==> config.mk <==
export PLATFORM = sky130hd
export DESIGN_NAME = bsc_top
export DESIGN_NICKNAME = d
export VERILOG_FILES = /design/src/include/bsc_pkg.sv /design/src/verilog/bsc_top.sv
export VERILOG_INCLUDE_DIRS = /design/src /design/src/include
export SDC_FILE = /design/constraint.sdc
export NUM_CORES = 1
export LEC_CHECK = 0
export ABC_AREA = 1
export BUFFER_PORTS_ARGS = -buffer_cell sky130_fd_sc_hd__buf_2
export CAP_MARGIN = 20
export CELL_PAD_IN_SITES_DETAIL_PLACEMENT = 0
export CELL_PAD_IN_SITES_GLOBAL_PLACEMENT = 1
export CORE_MARGIN = 2
export CORE_UTILIZATION = 30
export CTS_CLUSTER_DIAMETER = 50
export DETAILED_ROUTE_END_ITERATION = 6
export PLACE_DENSITY = 0.7
export SKIP_CTS_REPAIR_TIMING = 1
export SLEW_MARGIN = 20
export SYNTH_ARGS = -nofsm -noshare
export SYNTH_HDL_FRONTEND = slang
export SYNTH_SLANG_ARGS = --single-unit
==> constraint.sdc <==
create_clock -name pclk -period 1.32 [get_ports pclk]
set_input_delay 0.132 -clock pclk [delete_from_list [all_inputs] [get_ports pclk]]
set_output_delay 0.132 -clock pclk [all_outputs]
set_load 0.05 [all_outputs]
==> src/include/bsc_cfg.svh <==
// constants for the clock and analog boundary-scan segment
`ifndef BSC_CFG_SVH
`define BSC_CFG_SVH

// ----------------------------------------------------------------------------
// chain geometry
// ----------------------------------------------------------------------------
`define BSC_NCTRL        17
`define BSC_NOBS         7
`define BSC_NCHAIN       24
`define BSC_NCLK         5
`define BSC_NDAC         4
`define BSC_NTAP         6
`define BSC_NSYNC        13

// ----------------------------------------------------------------------------
// tap-side input positions in the synchroniser vector
// ----------------------------------------------------------------------------
`define BSC_T_TCK        0
`define BSC_T_TDI        1
`define BSC_T_CAP        2
`define BSC_T_SHF        3
`define BSC_T_UPD        4
`define BSC_T_EXT        5

// ----------------------------------------------------------------------------
// control vector positions
// ----------------------------------------------------------------------------
`define BSC_C_EXT_EN     0
`define BSC_C_XOSC_EN    1
`define BSC_C_RC_EN      2
`define BSC_C_LFX_EN     3
`define BSC_C_TOSC_EN    4
`define BSC_C_CMP_OFF    5
`define BSC_C_CMP_MUX    6
`define BSC_C_CMP_BG     7
`define BSC_C_GAIN_CLK   8
`define BSC_C_GAIN_PATH  9
`define BSC_C_CNV_BG     10
`define BSC_C_CNV_PWR    11
`define BSC_C_GAIN_PWR   12
`define BSC_C_DAC_LO     13

// ----------------------------------------------------------------------------
// observe vector positions
// ----------------------------------------------------------------------------
`define BSC_O_EXT        0
`define BSC_O_XOSC       1
`define BSC_O_RC         2
`define BSC_O_LFX        3
`define BSC_O_TOSC       4
`define BSC_O_CMP        5
`define BSC_O_CNV        6

// ----------------------------------------------------------------------------
// reset and idle values
// ----------------------------------------------------------------------------
`define BSC_CTRL_RST     17'h10020
`define BSC_OBS_RST      7'h00
`define BSC_CHAIN_RST    24'h000000
`define BSC_CLK_IDLE     5'h04

// ----------------------------------------------------------------------------
// apb map
// ----------------------------------------------------------------------------
`define BSC_AW           12
`define BSC_OFF_FUNC     12'h000
`define BSC_OFF_DRIVE    12'h004
`define BSC_OFF_OBS      12'h008
`define BSC_OBS_EXT_BIT  8
`define BSC_ZERO32       32'h00000000
`define BSC_SYNC_RST     1'h0

`endif

==> src/include/bsc_pkg.sv <==
// types for the clock and analog boundary-scan segment
`include "bsc_cfg.svh"

package bsc_pkg;
    typedef logic [`BSC_NCTRL-1:0]  bsc_ctrl_t;
    typedef logic [`BSC_NOBS-1:0]   bsc_obs_t;
    typedef logic [`BSC_NCHAIN-1:0] bsc_chain_t;
endpackage : bsc_pkg

==> src/verilog/bsc_top.sv <==
// boundary-scan cells for clock options, analog comparator and converter controls
//
// Implementation choices: the register addresses and the APB slave port.
`timescale 1ns/100ps
`default_nettype none
`include "bsc_cfg.svh"

module bsc_top
    import bsc_pkg::*;
(
    // clock and reset
    input  wire logic              pclk,
    input  wire logic              presetn,
    // apb slave
    input  wire logic              psel,
    input  wire logic              penable,
    input  wire logic              pwrite,
    input  wire logic [11:0]       paddr,
    input  wire logic [31:0]       pwdata,
    output logic      [31:0]       prdata,
    output logic                   pready,
    output logic                   pslverr,
    // test access side, inputs all from the tck domain, tdo from a pclk flop
    input  wire logic              tck,
    input  wire logic              tdi,
    input  wire logic              capture_dr,
    input  wire logic              shift_dr,
    input  wire logic              update_dr,
    input  wire logic              external_test_instruction,
    output logic                   tdo,
    // observed lines from oscillators and analog blocks
    input  wire logic              ext_clock_line,
    input  wire logic              crystal_osc_clock,
    input  wire logic              ext_rc_clock,
    input  wire logic              low_freq_crystal_clock,
    input  wire logic              timer_osc_clock,
    input  wire logic              comparator_result,
    input  wire logic              converter_compare_out,
    // controls to oscillators
    output logic                   ext_clock_input_enable,
    output logic                   crystal_osc_enable,
    output logic                   ext_rc_osc_enable,
    output logic                   low_freq_crystal_enable,
    output logic                   timer_osc_enable,
    // controls to the comparator
    output logic                   comparator_off,
    output logic                   comparator_mux_select,
    output logic                   comparator_bandgap_enable,
    // controls to the converter
    output logic                   gain_stage_clock,
    output logic                   gain_path_enable,
    output logic                   converter_bandgap_select,
    output logic                   converter_power_on,
    output logic                   gain_stage_power_on,
    output logic [3:0]             dac_high_bits
);

    // ------------------------------------------------------------------------
    // synchronisers for the tck domain and for observed lines
    // ------------------------------------------------------------------------
    wire  [`BSC_NTAP-1:0]  tap_raw;
    wire  [`BSC_NOBS-1:0]  obs_raw;
    wire  [`BSC_NSYNC-1:0] sync_raw;
    wire  [`BSC_NSYNC-1:0] sync_q;
    wire  [`BSC_NTAP-1:0]  tap_s;
    wire  [`BSC_NOBS-1:0]  obs_s;
    logic                  tck_d_r;

    assign tap_raw[`BSC_T_TCK] = tck;
    assign tap_raw[`BSC_T_TDI] = tdi;
    assign tap_raw[`BSC_T_CAP] = capture_dr;
    assign tap_raw[`BSC_T_SHF] = shift_dr;
    assign tap_raw[`BSC_T_UPD] = update_dr;
    assign tap_raw[`BSC_T_EXT] = external_test_instruction;

    assign obs_raw[`BSC_O_EXT]  = ext_clock_line;
    assign obs_raw[`BSC_O_XOSC] = crystal_osc_clock;
    assign obs_raw[`BSC_O_RC]   = ext_rc_clock;
    assign obs_raw[`BSC_O_LFX]  = low_freq_crystal_clock;
    assign obs_raw[`BSC_O_TOSC] = timer_osc_clock;
    assign obs_raw[`BSC_O_CMP]  = comparator_result;
    assign obs_raw[`BSC_O_CNV]  = converter_compare_out;

    assign sync_raw = {obs_raw, tap_raw};

    // two flops per asynchronous input; only the second one is read
    genvar si;
    generate
        for (si = 0; si < `BSC_NSYNC; si = si + 1) begin : g_sync
            logic s1_r;
            logic s2_r;
            always_ff @(posedge pclk or negedge presetn) begin
                if (!presetn) begin
                    s1_r <= `BSC_SYNC_RST;
                    s2_r <= `BSC_SYNC_RST;
                end else begin
                    s1_r <= sync_raw[si];
                    s2_r <= s1_r;
                end
            end
            assign sync_q[si] = s2_r;
        end
    endgenerate

    assign tap_s = sync_q[`BSC_NTAP-1:0];
    assign obs_s = sync_q[`BSC_NSYNC-1:`BSC_NTAP];

    // delayed copy matches the idle-low test clock, so reset gives no false edge
    always_ff @(posedge pclk or negedge presetn) begin
        if (!presetn) begin
            tck_d_r <= `BSC_SYNC_RST;
        end else begin
            tck_d_r <= tap_s[`BSC_T_TCK];
        end
    end

    wire tck_s     = tap_s[`BSC_T_TCK];
    wire tdi_s     = tap_s[`BSC_T_TDI];
    wire cap_s     = tap_s[`BSC_T_CAP];
    wire shf_s     = tap_s[`BSC_T_SHF];
    wire upd_s     = tap_s[`BSC_T_UPD];
    wire ext_s     = tap_s[`BSC_T_EXT];
    wire tck_rise  = tck_s & ~tck_d_r;
    wire tck_fall  = ~tck_s & tck_d_r;

    // ------------------------------------------------------------------------
    // observed values at the boundary
    // ------------------------------------------------------------------------
    bsc_ctrl_t             drive_r;
    wire  [`BSC_NOBS-1:0]  obs_eff;
    wire  [`BSC_NCLK-1:0]  clk_idle = `BSC_CLK_IDLE;

    genvar gi;
    generate
        for (gi = 0; gi < `BSC_NCLK; gi = gi + 1) begin : g_clk_obs
            // a disabled option shows its idle level
            assign obs_eff[gi] = drive_r[gi] ? obs_s[gi] : clk_idle[gi];
        end
    endgenerate

    assign obs_eff[`BSC_O_CMP] = ~drive_r[`BSC_C_CMP_OFF] & obs_s[`BSC_O_CMP];
    assign obs_eff[`BSC_O_CNV] = drive_r[`BSC_C_CNV_PWR] & obs_s[`BSC_O_CNV];

    // ------------------------------------------------------------------------
    // scan chain: controls in bits 0..16, observes in bits 17..23
    // ------------------------------------------------------------------------
    bsc_chain_t shift_r;
    bsc_chain_t shift_nxt;
    bsc_ctrl_t  upd_r;
    logic       tdo_r;

    wire cap_take  = tck_rise & cap_s;
    wire shf_take  = tck_rise & shf_s;
    wire upd_take  = tck_fall & upd_s;

    // no cell for the internal rc oscillator or the internal capacitor fuse
    always_comb begin
        shift_nxt = shift_r;
        if (cap_take) begin
            shift_nxt = {obs_eff, drive_r};
        end else if (shf_take) begin
            shift_nxt = {tdi_s, shift_r[`BSC_NCHAIN-1:1]};
        end
    end

    always_ff @(posedge pclk or negedge presetn) begin
        if (!presetn) begin
            shift_r <= `BSC_CHAIN_RST;
        end else begin
            shift_r <= shift_nxt;
        end
    end

    always_ff @(posedge pclk or negedge presetn) begin
        if (!presetn) begin
            upd_r <= `BSC_CTRL_RST;
        end else if (upd_take) begin
            upd_r <= shift_r[`BSC_NCTRL-1:0];
        end
    end

    always_ff @(posedge pclk or negedge presetn) begin
        if (!presetn) begin
            tdo_r <= 1'b0;
        end else if (tck_fall) begin
            tdo_r <= shift_r[0];
        end
    end

    // ------------------------------------------------------------------------
    // apb registers: functional values, driven values, observed values
    // ------------------------------------------------------------------------
    bsc_ctrl_t   func_r;
    bsc_ctrl_t   drive_nxt;
    logic [31:0] prdata_r;
    logic [31:0] rd_nxt;
    logic        pready_r;
    logic        pslverr_r;
    logic        err_nxt;

    function automatic logic addr_is(input logic [`BSC_AW-1:0] a, input logic [`BSC_AW-1:0] off);
        return a == off;
    endfunction : addr_is

    wire setup_ph  = psel & ~penable;
    wire wr_take   = psel & penable & pready_r & pwrite;
    wire sel_func  = addr_is(paddr, `BSC_OFF_FUNC);
    wire sel_drive = addr_is(paddr, `BSC_OFF_DRIVE);
    wire sel_obs   = addr_is(paddr, `BSC_OFF_OBS);

    always_comb begin
        rd_nxt  = `BSC_ZERO32;
        err_nxt = 1'b0;
        if (sel_func) begin
            rd_nxt[`BSC_NCTRL-1:0] = func_r;
        end else if (sel_drive) begin
            err_nxt = pwrite;
            rd_nxt[`BSC_NCTRL-1:0] = drive_r;
        end else if (sel_obs) begin
            err_nxt = pwrite;
            rd_nxt[`BSC_NOBS-1:0]         = obs_eff;
            rd_nxt[`BSC_OBS_EXT_BIT]      = ext_s;
        end else begin
            err_nxt = 1'b1;
        end
    end

    // latched update values take over as soon as external test is loaded
    assign drive_nxt = ext_s ? upd_r : func_r;

    always_ff @(posedge pclk or negedge presetn) begin
        if (!presetn) begin
            drive_r <= `BSC_CTRL_RST;
        end else begin
            drive_r <= drive_nxt;
        end
    end

    always_ff @(posedge pclk or negedge presetn) begin
        if (!presetn) begin
            pready_r <= 1'b0;
        end else begin
            pready_r <= setup_ph;
        end
    end

    // read data and error are fixed at setup and stand through the access cycle
    always_ff @(posedge pclk or negedge presetn) begin
        if (!presetn) begin
            prdata_r  <= `BSC_ZERO32;
            pslverr_r <= 1'b0;
        end else if (setup_ph) begin
            prdata_r  <= pwrite ? `BSC_ZERO32 : rd_nxt;
            pslverr_r <= err_nxt;
        end
    end

    always_ff @(posedge pclk or negedge presetn) begin
        if (!presetn) begin
            func_r <= `BSC_CTRL_RST;
        end else if (wr_take && sel_func) begin
            func_r <= pwdata[`BSC_NCTRL-1:0];
        end
    end

    // ------------------------------------------------------------------------
    // outputs, all from flip-flops
    // ------------------------------------------------------------------------
    assign prdata                    = prdata_r;
    assign pready                    = pready_r;
    assign pslverr                   = pslverr_r;
    assign tdo                       = tdo_r;
    assign ext_clock_input_enable    = drive_r[`BSC_C_EXT_EN];
    assign crystal_osc_enable        = drive_r[`BSC_C_XOSC_EN];
    assign ext_rc_osc_enable         = drive_r[`BSC_C_RC_EN];
    assign low_freq_crystal_enable   = drive_r[`BSC_C_LFX_EN];
    assign timer_osc_enable          = drive_r[`BSC_C_TOSC_EN];
    assign comparator_off            = drive_r[`BSC_C_CMP_OFF];
    assign comparator_mux_select     = drive_r[`BSC_C_CMP_MUX];
    assign comparator_bandgap_enable = drive_r[`BSC_C_CMP_BG];
    assign gain_stage_clock          = drive_r[`BSC_C_GAIN_CLK];
    assign gain_path_enable          = drive_r[`BSC_C_GAIN_PATH];
    assign converter_bandgap_select  = drive_r[`BSC_C_CNV_BG];
    assign converter_power_on        = drive_r[`BSC_C_CNV_PWR];
    assign gain_stage_power_on       = drive_r[`BSC_C_GAIN_PWR];
    assign dac_high_bits             = drive_r[`BSC_NCTRL-1:`BSC_C_DAC_LO];

endmodule : bsc_top
`default_nettype wire

==> results.tsv, run 1 <==
stage	metric	value	unit
worst_hold_path	Hold Crit Depth	3	
yosys	Adder-Cell Fraction of Synth Area	0	%
setup_path	R2R cell count	5	
clock_tree	root buffer selected by CTS	clkbuf_16	
setup_path	Req. time, crit path	1190	ps
yosys	Synth Area in XOR/XNOR	0	%
timing	Final Worst Setup Slack	32.9	ps
worst_hold_path	worst min-delay path class	input port to flop	
placed_design	Place WS	30.6	ps
grt	grt total ovfl	0	
die	Row Count	47	
cells_and_area	fraction of layout cells with a size suffix above 1	22.6	%
clock_tree	Bufs on Longest Clock Path	2	
route	initial drt markers	229	
placed_design	dpl hpwl	8.90	mm
route	Vias per Instance	4.47	
timing	final hold vios	0	
timing	Clock Skews	9.26	ps
grt	GRT Overall Usage	14.2	%
worst_hold_path	Hold Path Origin	pwrite	
clock_tree	clock sink count	122	
power	VDD IR max	1180	µV
setup_path	CP top delay family	flip-flops	
timing	Max Fclk	0.777	GHz
yosys	simple-gate portion of the synthesized area	19.8	%
die	Starting Density	30.9	%
flow_run	max cap viols	0	
yosys	Synth Cell Area	5160	µm²
run_status	outcome	finished, final reports clean	
setup_path	critical path cell sequence	buf_6	
clock_tree	H-tree depth	4	
yosys	Seq cells post-synth	122	
power	Tot Pwr	10.1	mW
cells_and_area	most frequent cells in the layout	nand2_1, dfrtp_1, o21ai_0	
setup_path	worst r2r src	tck_d_r	
yosys	Gate Count Post-Synth	567	
cells_and_area	most common cell after layout, fill and taps aside	nand2_1	
grt	vias in the first global route	4110	
yosys	Seq/Total Area, Yosys	59.3	%
clock_tree	clock transition at the registers of the reported paths	50	ps
setup_path	critical path endpoint category	output pin	
setup_path	startpoint types	flop	
setup_path	worst-path fanout max	4	
timing	Slew Limit Fails	0	
cells_and_area	Layout area overhead	33.0	%
placed_design	area post-placement	5900	µm²
yosys	post-synthesis mux area share	0	%
cells_and_area	Layout Utilization	41.1	%
cells_and_area	fin nets	760	
yosys	Synth Area in Compound Gates	11.3	%
worst_hold_path	Hold Crit Endpoint	pslverr	
cells_and_area	Antenna Cells	0	
cells_and_area	FF+latch area	3060	µm²
timing	setup_tns	0	ps
route	routed len/inst	13.7	µm
route	remaining antenna violation count	0	
setup_path	CP peak stage delay	580	ps
yosys	largest family of logic cells by synthesized area	simple AND/OR/NAND/NOR gates	
power	Cell Pwr Density	1470	nW/µm²
timing	Final min period	1290	ps
grt	initial antenna violation count	0	
clock_tree	clk_lat worst skew	410	ps
yosys	Syn Area/Cell	9.10	µm²
setup_path	r2r setup slk	90	ps
cells_and_area	Fillers	1701	
setup_path	WP buf/inv	1	
yosys	synth warn	0	
die	Die ar.	18300	µm²
cells_and_area	post-route cell area	6860	µm²
grt	pin count of the biggest net entering global routing	50	
die	Die W	135	µm
setup_path	r2r endpoint	shift_r[17]	
timing	Hold Worst Slack	26.4	ps
die	core footprint	16700	µm²
route	# DRC	0	
setup_path	crit path DAT	1160	ps
route	DRT Wirelength	12.7	mm
setup_path	WS Path Type	flop to output pin	
placed_design	placed insts	864	
die	Die H	135	µm
timing	Final Cycle Share	97.5	%
placed_design	port buffer count	83	
cells_and_area	Multi-input gate area	1680	µm²
placed_design	GP Congestion	0.766	
cells_and_area	post-route insts no fill	931	
clock_tree	CTS buffer count	17	
timing	final setup vio count	0	
yosys	synth unique cells	25	
grt	first-pass GRT wire length	20.3	mm
clock_tree	CTS tree	yes	
setup_path	slowest CP cell	dfstp_2	
power	leakage power total	3.53	nW
route	DRT Pass-1 Iters	4	
die	IO Pins	114	
route	via count	4165	
kinds of logic (layout without fill, tap and decap cells):
group | count (synthesis) | count (layout)
AND/OR/NAND/NOR | 227 | 227
flip-flops | 122 | 122
AO/OA/AOI/OAI | 114 | 114
buffers and inverters | 103 | 233
other | 1 | 15
registers in the layout (all words and copies together), names as in the netlist:
signal,count
g_sync.s1_r,13
prdata,17
drive_r,17
g_sync.s2_r,11
tdo,1
shift_r,24
pslverr,1
func_r,17
cap_s,1
ext_s,1
tck_d_r,1
upd_r,17
pready,1
how the worst max path moves through the flow:
stage,from,end,slack (ps),depth (start not counted)
after floorplan,pready,func_r[10],30,6
after global placement,g_sync[0].s2_r,shift_r[17],50,5
after detailed placement,g_sync[0].s2_r,shift_r[17],30,5
after CTS,drive_r[11],converter_power_on,-100,1
after global routing,tck_d_r,shift_r[16],-6,6
final,drive_r[5],comparator_off,30,1
worst reg2reg max path, stage by stage (launching register included):
cell	delay, ps
dfrtp_1	370
inv_2	90
nand3_4	120
clkbuf_16	190
o211ai_1	230
o21ai_1	100
Yosys cell counts (all sizes together):
| master | n | share of area (%) |
|---|---|---|
| buf | 27 | 3.9 |
| inv | 60 | 4.4 |
| o211ai | 4 | 0.58 |
| a21oi | 2 | 0.19 |
| dfrtp | 116 | 56 |
| nand2 | 152 | 12 |
| nand3 | 56 | 5.4 |
| o21a | 1 | 0.15 |
| clkbuf | 15 | 1.1 |
| nor2 | 16 | 2.4 |
| dfstp | 6 | 3.1 |
| clkinv | 1 | 0.17 |
| o21ai | 107 | 10 |
| nand3b | 1 | 0.15 |
| conb | 1 | 0.073 |
| nand4 | 2 | 0.24 |
metal layers:
metal | part of all wire, % | GRT usage (%) | vias to the layer above | routed length, µm
met2 | 49 | 22.9 | 112 | 6280
li1 | - | - | 2050 | -
met3 | 4.6 | 4.26 | 6 | 590
met4 | 0.73 | 5.15 | 0 | 93
met5 | 0 | 0 | - | 0
met1 | 45 | 18.1 | 1997 | 5770
report_power, final:
group	internal [mW]	total [mW]	switching [mW]	leakage, nW
Sequential	4.15	4.39	0.234	1.54
Combinational	0.428	1.34	0.910	1.72
Clock	2.77	4.36	1.58	0.273
Total	7.36	10.1	2.72	3.53
final cells by class:
cell class | count | share of cell area [%]
Timing Repair Buffer | 140 | 15.3
Inverter | 61 | 3.41
Multi-Input combinational cell | 356 | 24.5
Clock buffer | 25 | 7.22
Tap cell | 220 | 4.01
Sequential cell | 122 | 44.7
Clock inverter | 7 | 0.948
Power figures use the tool's default switching activity.
==> run 2, diff against run 1 <==
- RECOVER_POWER: default -> 50
==> run 2 against run 1 <==
Register-to-register slack hardly changed. Critical endpoint unchanged. Combinational power hardly changed. First-iteration DRC count is 0.44% lower.
==> results.tsv, run 2 (synthesis gave the netlist of run 1 again) <==
stage	metric	value	unit
placed_design	Place WS	30.6	ps
timing	Max Fclk	0.774	GHz
power	Cell Pwr Density	1480	nW/µm²
setup_path	Critical Path End	comparator_off	
timing	final setup vio count	0	
clock_tree	clk_lat worst skew	410	ps
route	via count	4177	
run_status	outcome	finished, final reports clean	
die	Row Count	47	
die	Die ar.	18300	µm²
timing	final hold vios	0	
power	Int Power	7.34	mW
cells_and_area	post-route insts no fill	931	
cells_and_area	Fillers	1708	
timing	Clock Skews	7.86	ps
setup_path	Req. time, crit path	1190	ps
power	Tot Pwr	10.1	mW
grt	first-pass GRT wire length	20.3	mm
setup_path	WS Path Type	flop to output pin	
die	Die W	135	µm
setup_path	WP buf/inv	1	
cells_and_area	fin nets	760	
die	IO Pins	114	
die	Die H	135	µm
setup_path	r2r setup slk	90	ps
cells_and_area	most frequent cells in the layout	nand2_1, dfrtp_1, o21ai_0	
grt	vias in the first global route	4110	
die	core footprint	16700	µm²
timing	Final Cycle Share	97.9	%
placed_design	port buffer count	83	
cells_and_area	Layout Utilization	40.9	%
route	routed len/inst	13.7	µm
placed_design	dpl hpwl	8.90	mm
route	# DRC	0	
power	Clk pwr share	43.3	%
placed_design	placed insts	864	
cells_and_area	fraction of layout cells with a size suffix above 1	22.5	%
route	DRT Pass-1 Iters	4	
cells_and_area	Antenna Cells	0	
power	leakage power total	3.51	nW
setup_path	crit path DAT	1160	ps
route	initial drt markers	228	
setup_path	startpoint types	flop	
cells_and_area	most common cell after layout, fill and taps aside	nand2_1	
timing	Slew HR	47.3	%
setup_path	critical path endpoint category	output pin	
clock_tree	clock transition at the registers of the reported paths	50	ps
grt	initial antenna violation count	0	
clock_tree	H-tree depth	4	
timing	Worst Tran Pin Value	790	ps
setup_path	critical path cell sequence	buf_6	
flow_run	max cap viols	0	
setup_path	worst r2r src	tck_d_r	
route	DRT Wirelength	12.7	mm
placed_design	GP Congestion	0.766	
die	Starting Density	30.9	%
setup_path	CP peak stage delay	580	ps
power	VDD IR max	1200	µV
cells_and_area	post-route cell area	6830	µm²
power	Sw Share	27.2	%
power	Comb pwr share	13.1	%
clock_tree	clock sink count	122	
route	remaining antenna violation count	0	
route	Vias per Instance	4.49	
cells_and_area	Layout area overhead	32.3	%
power	Sw Pwr	2.74	mW
setup_path	Critical Path Start	drive_r[5]	
clock_tree	CTS buffer count	17	
placed_design	area post-placement	5900	µm²
setup_path	CP top delay family	flip-flops	
grt	grt total ovfl	0	
cells_and_area	Biggest register	shift_r	
clock_tree	root buffer selected by CTS	clkbuf_16	
worst_hold_path	worst min-delay path class	input port to flop	
timing	Hold Worst Slack	21.2	ps
setup_path	worst-path fanout max	4	
timing	Slew Limit Fails	0	
power	register share of total power	43.5	%
setup_path	slowest CP cell	dfstp_2	
setup_path	Worst path depth	1	
setup_path	r2r endpoint	shift_r[17]	
clock_tree	Bufs on Longest Clock Path	2	
grt	pin count of the biggest net entering global routing	50	
grt	GRT Overall Usage	14.2	%
cells_and_area	max reg flops	24	
clock_tree	CTS tree	yes	
timing	Final Worst Setup Slack	28.4	ps
timing	setup_tns	0	ps
timing	Final min period	1290	ps
setup_path	R2R cell count	5	
==> run 2: cell types whose count changed in the layout (fill, tap and decap cells not counted), sizes merged <==
cell	before	now
clkbuf	27	32
buf	106	101
==> run 2: layer usage <==
metal | vias up | track usage (%) | share of wire [%]
met5 | - | 0 | 0.039
met4 | 2 | 5.15 | 1.7
met3 | 17 | 4.26 | 4.5
met2 | 112 | 22.9 | 48
met1 | 1994 | 18.1 | 46
li1 | 2052 | - | -
==> run 2: worst min path at each step <==
| stage | startpoint | to | slack, ps | cells after the start |
|---|---|---|---|---|
| finish | pwrite | pslverr | 20 | 3 |
| global route | pwrite | pslverr | 50 | 3 |
| CTS | presetn | drive_r[15] | -300 | 2 |
| detailed placement | presetn | drive_r[7] | 140 | 2 |
| global placement | presetn | drive_r[8] | 140 | 2 |
| floorplan | presetn | cap_s | -160 | 0 |
==> run 2: cell type report <==
class                   instances  area [µm²]  share of cell area, %
multi-input cells             356        1680                   24.6
clock inverters                 7        65.1                  0.953
inverters                      61         234                   3.43
clock buffers                  25         495                   7.26
repair buffers                140        1020                   14.9
well taps                     220         275                   4.03
flip-flops and latches        122        3060                   44.9
==> run 2: worst reg2reg max path: cells and delay by family (launching register included) <==
family	cells	cell delay [ps]
buffers and inverters	2	280
AOI/OAI and AO/OA	2	330
and+or+nand+nor	1	120
DFF	1	370
==> run 2: power groups by stage <==
stage               clock network (mW)  registers (mW)  logic [mW]
floorplan                            0            4.64       0.575
global placement                     0            4.44        1.20
detailed placement                   0            4.44        1.24
CTS                               4.44            4.38        1.24
global route                      4.63            4.43        1.47
finish                            4.37            4.39        1.32
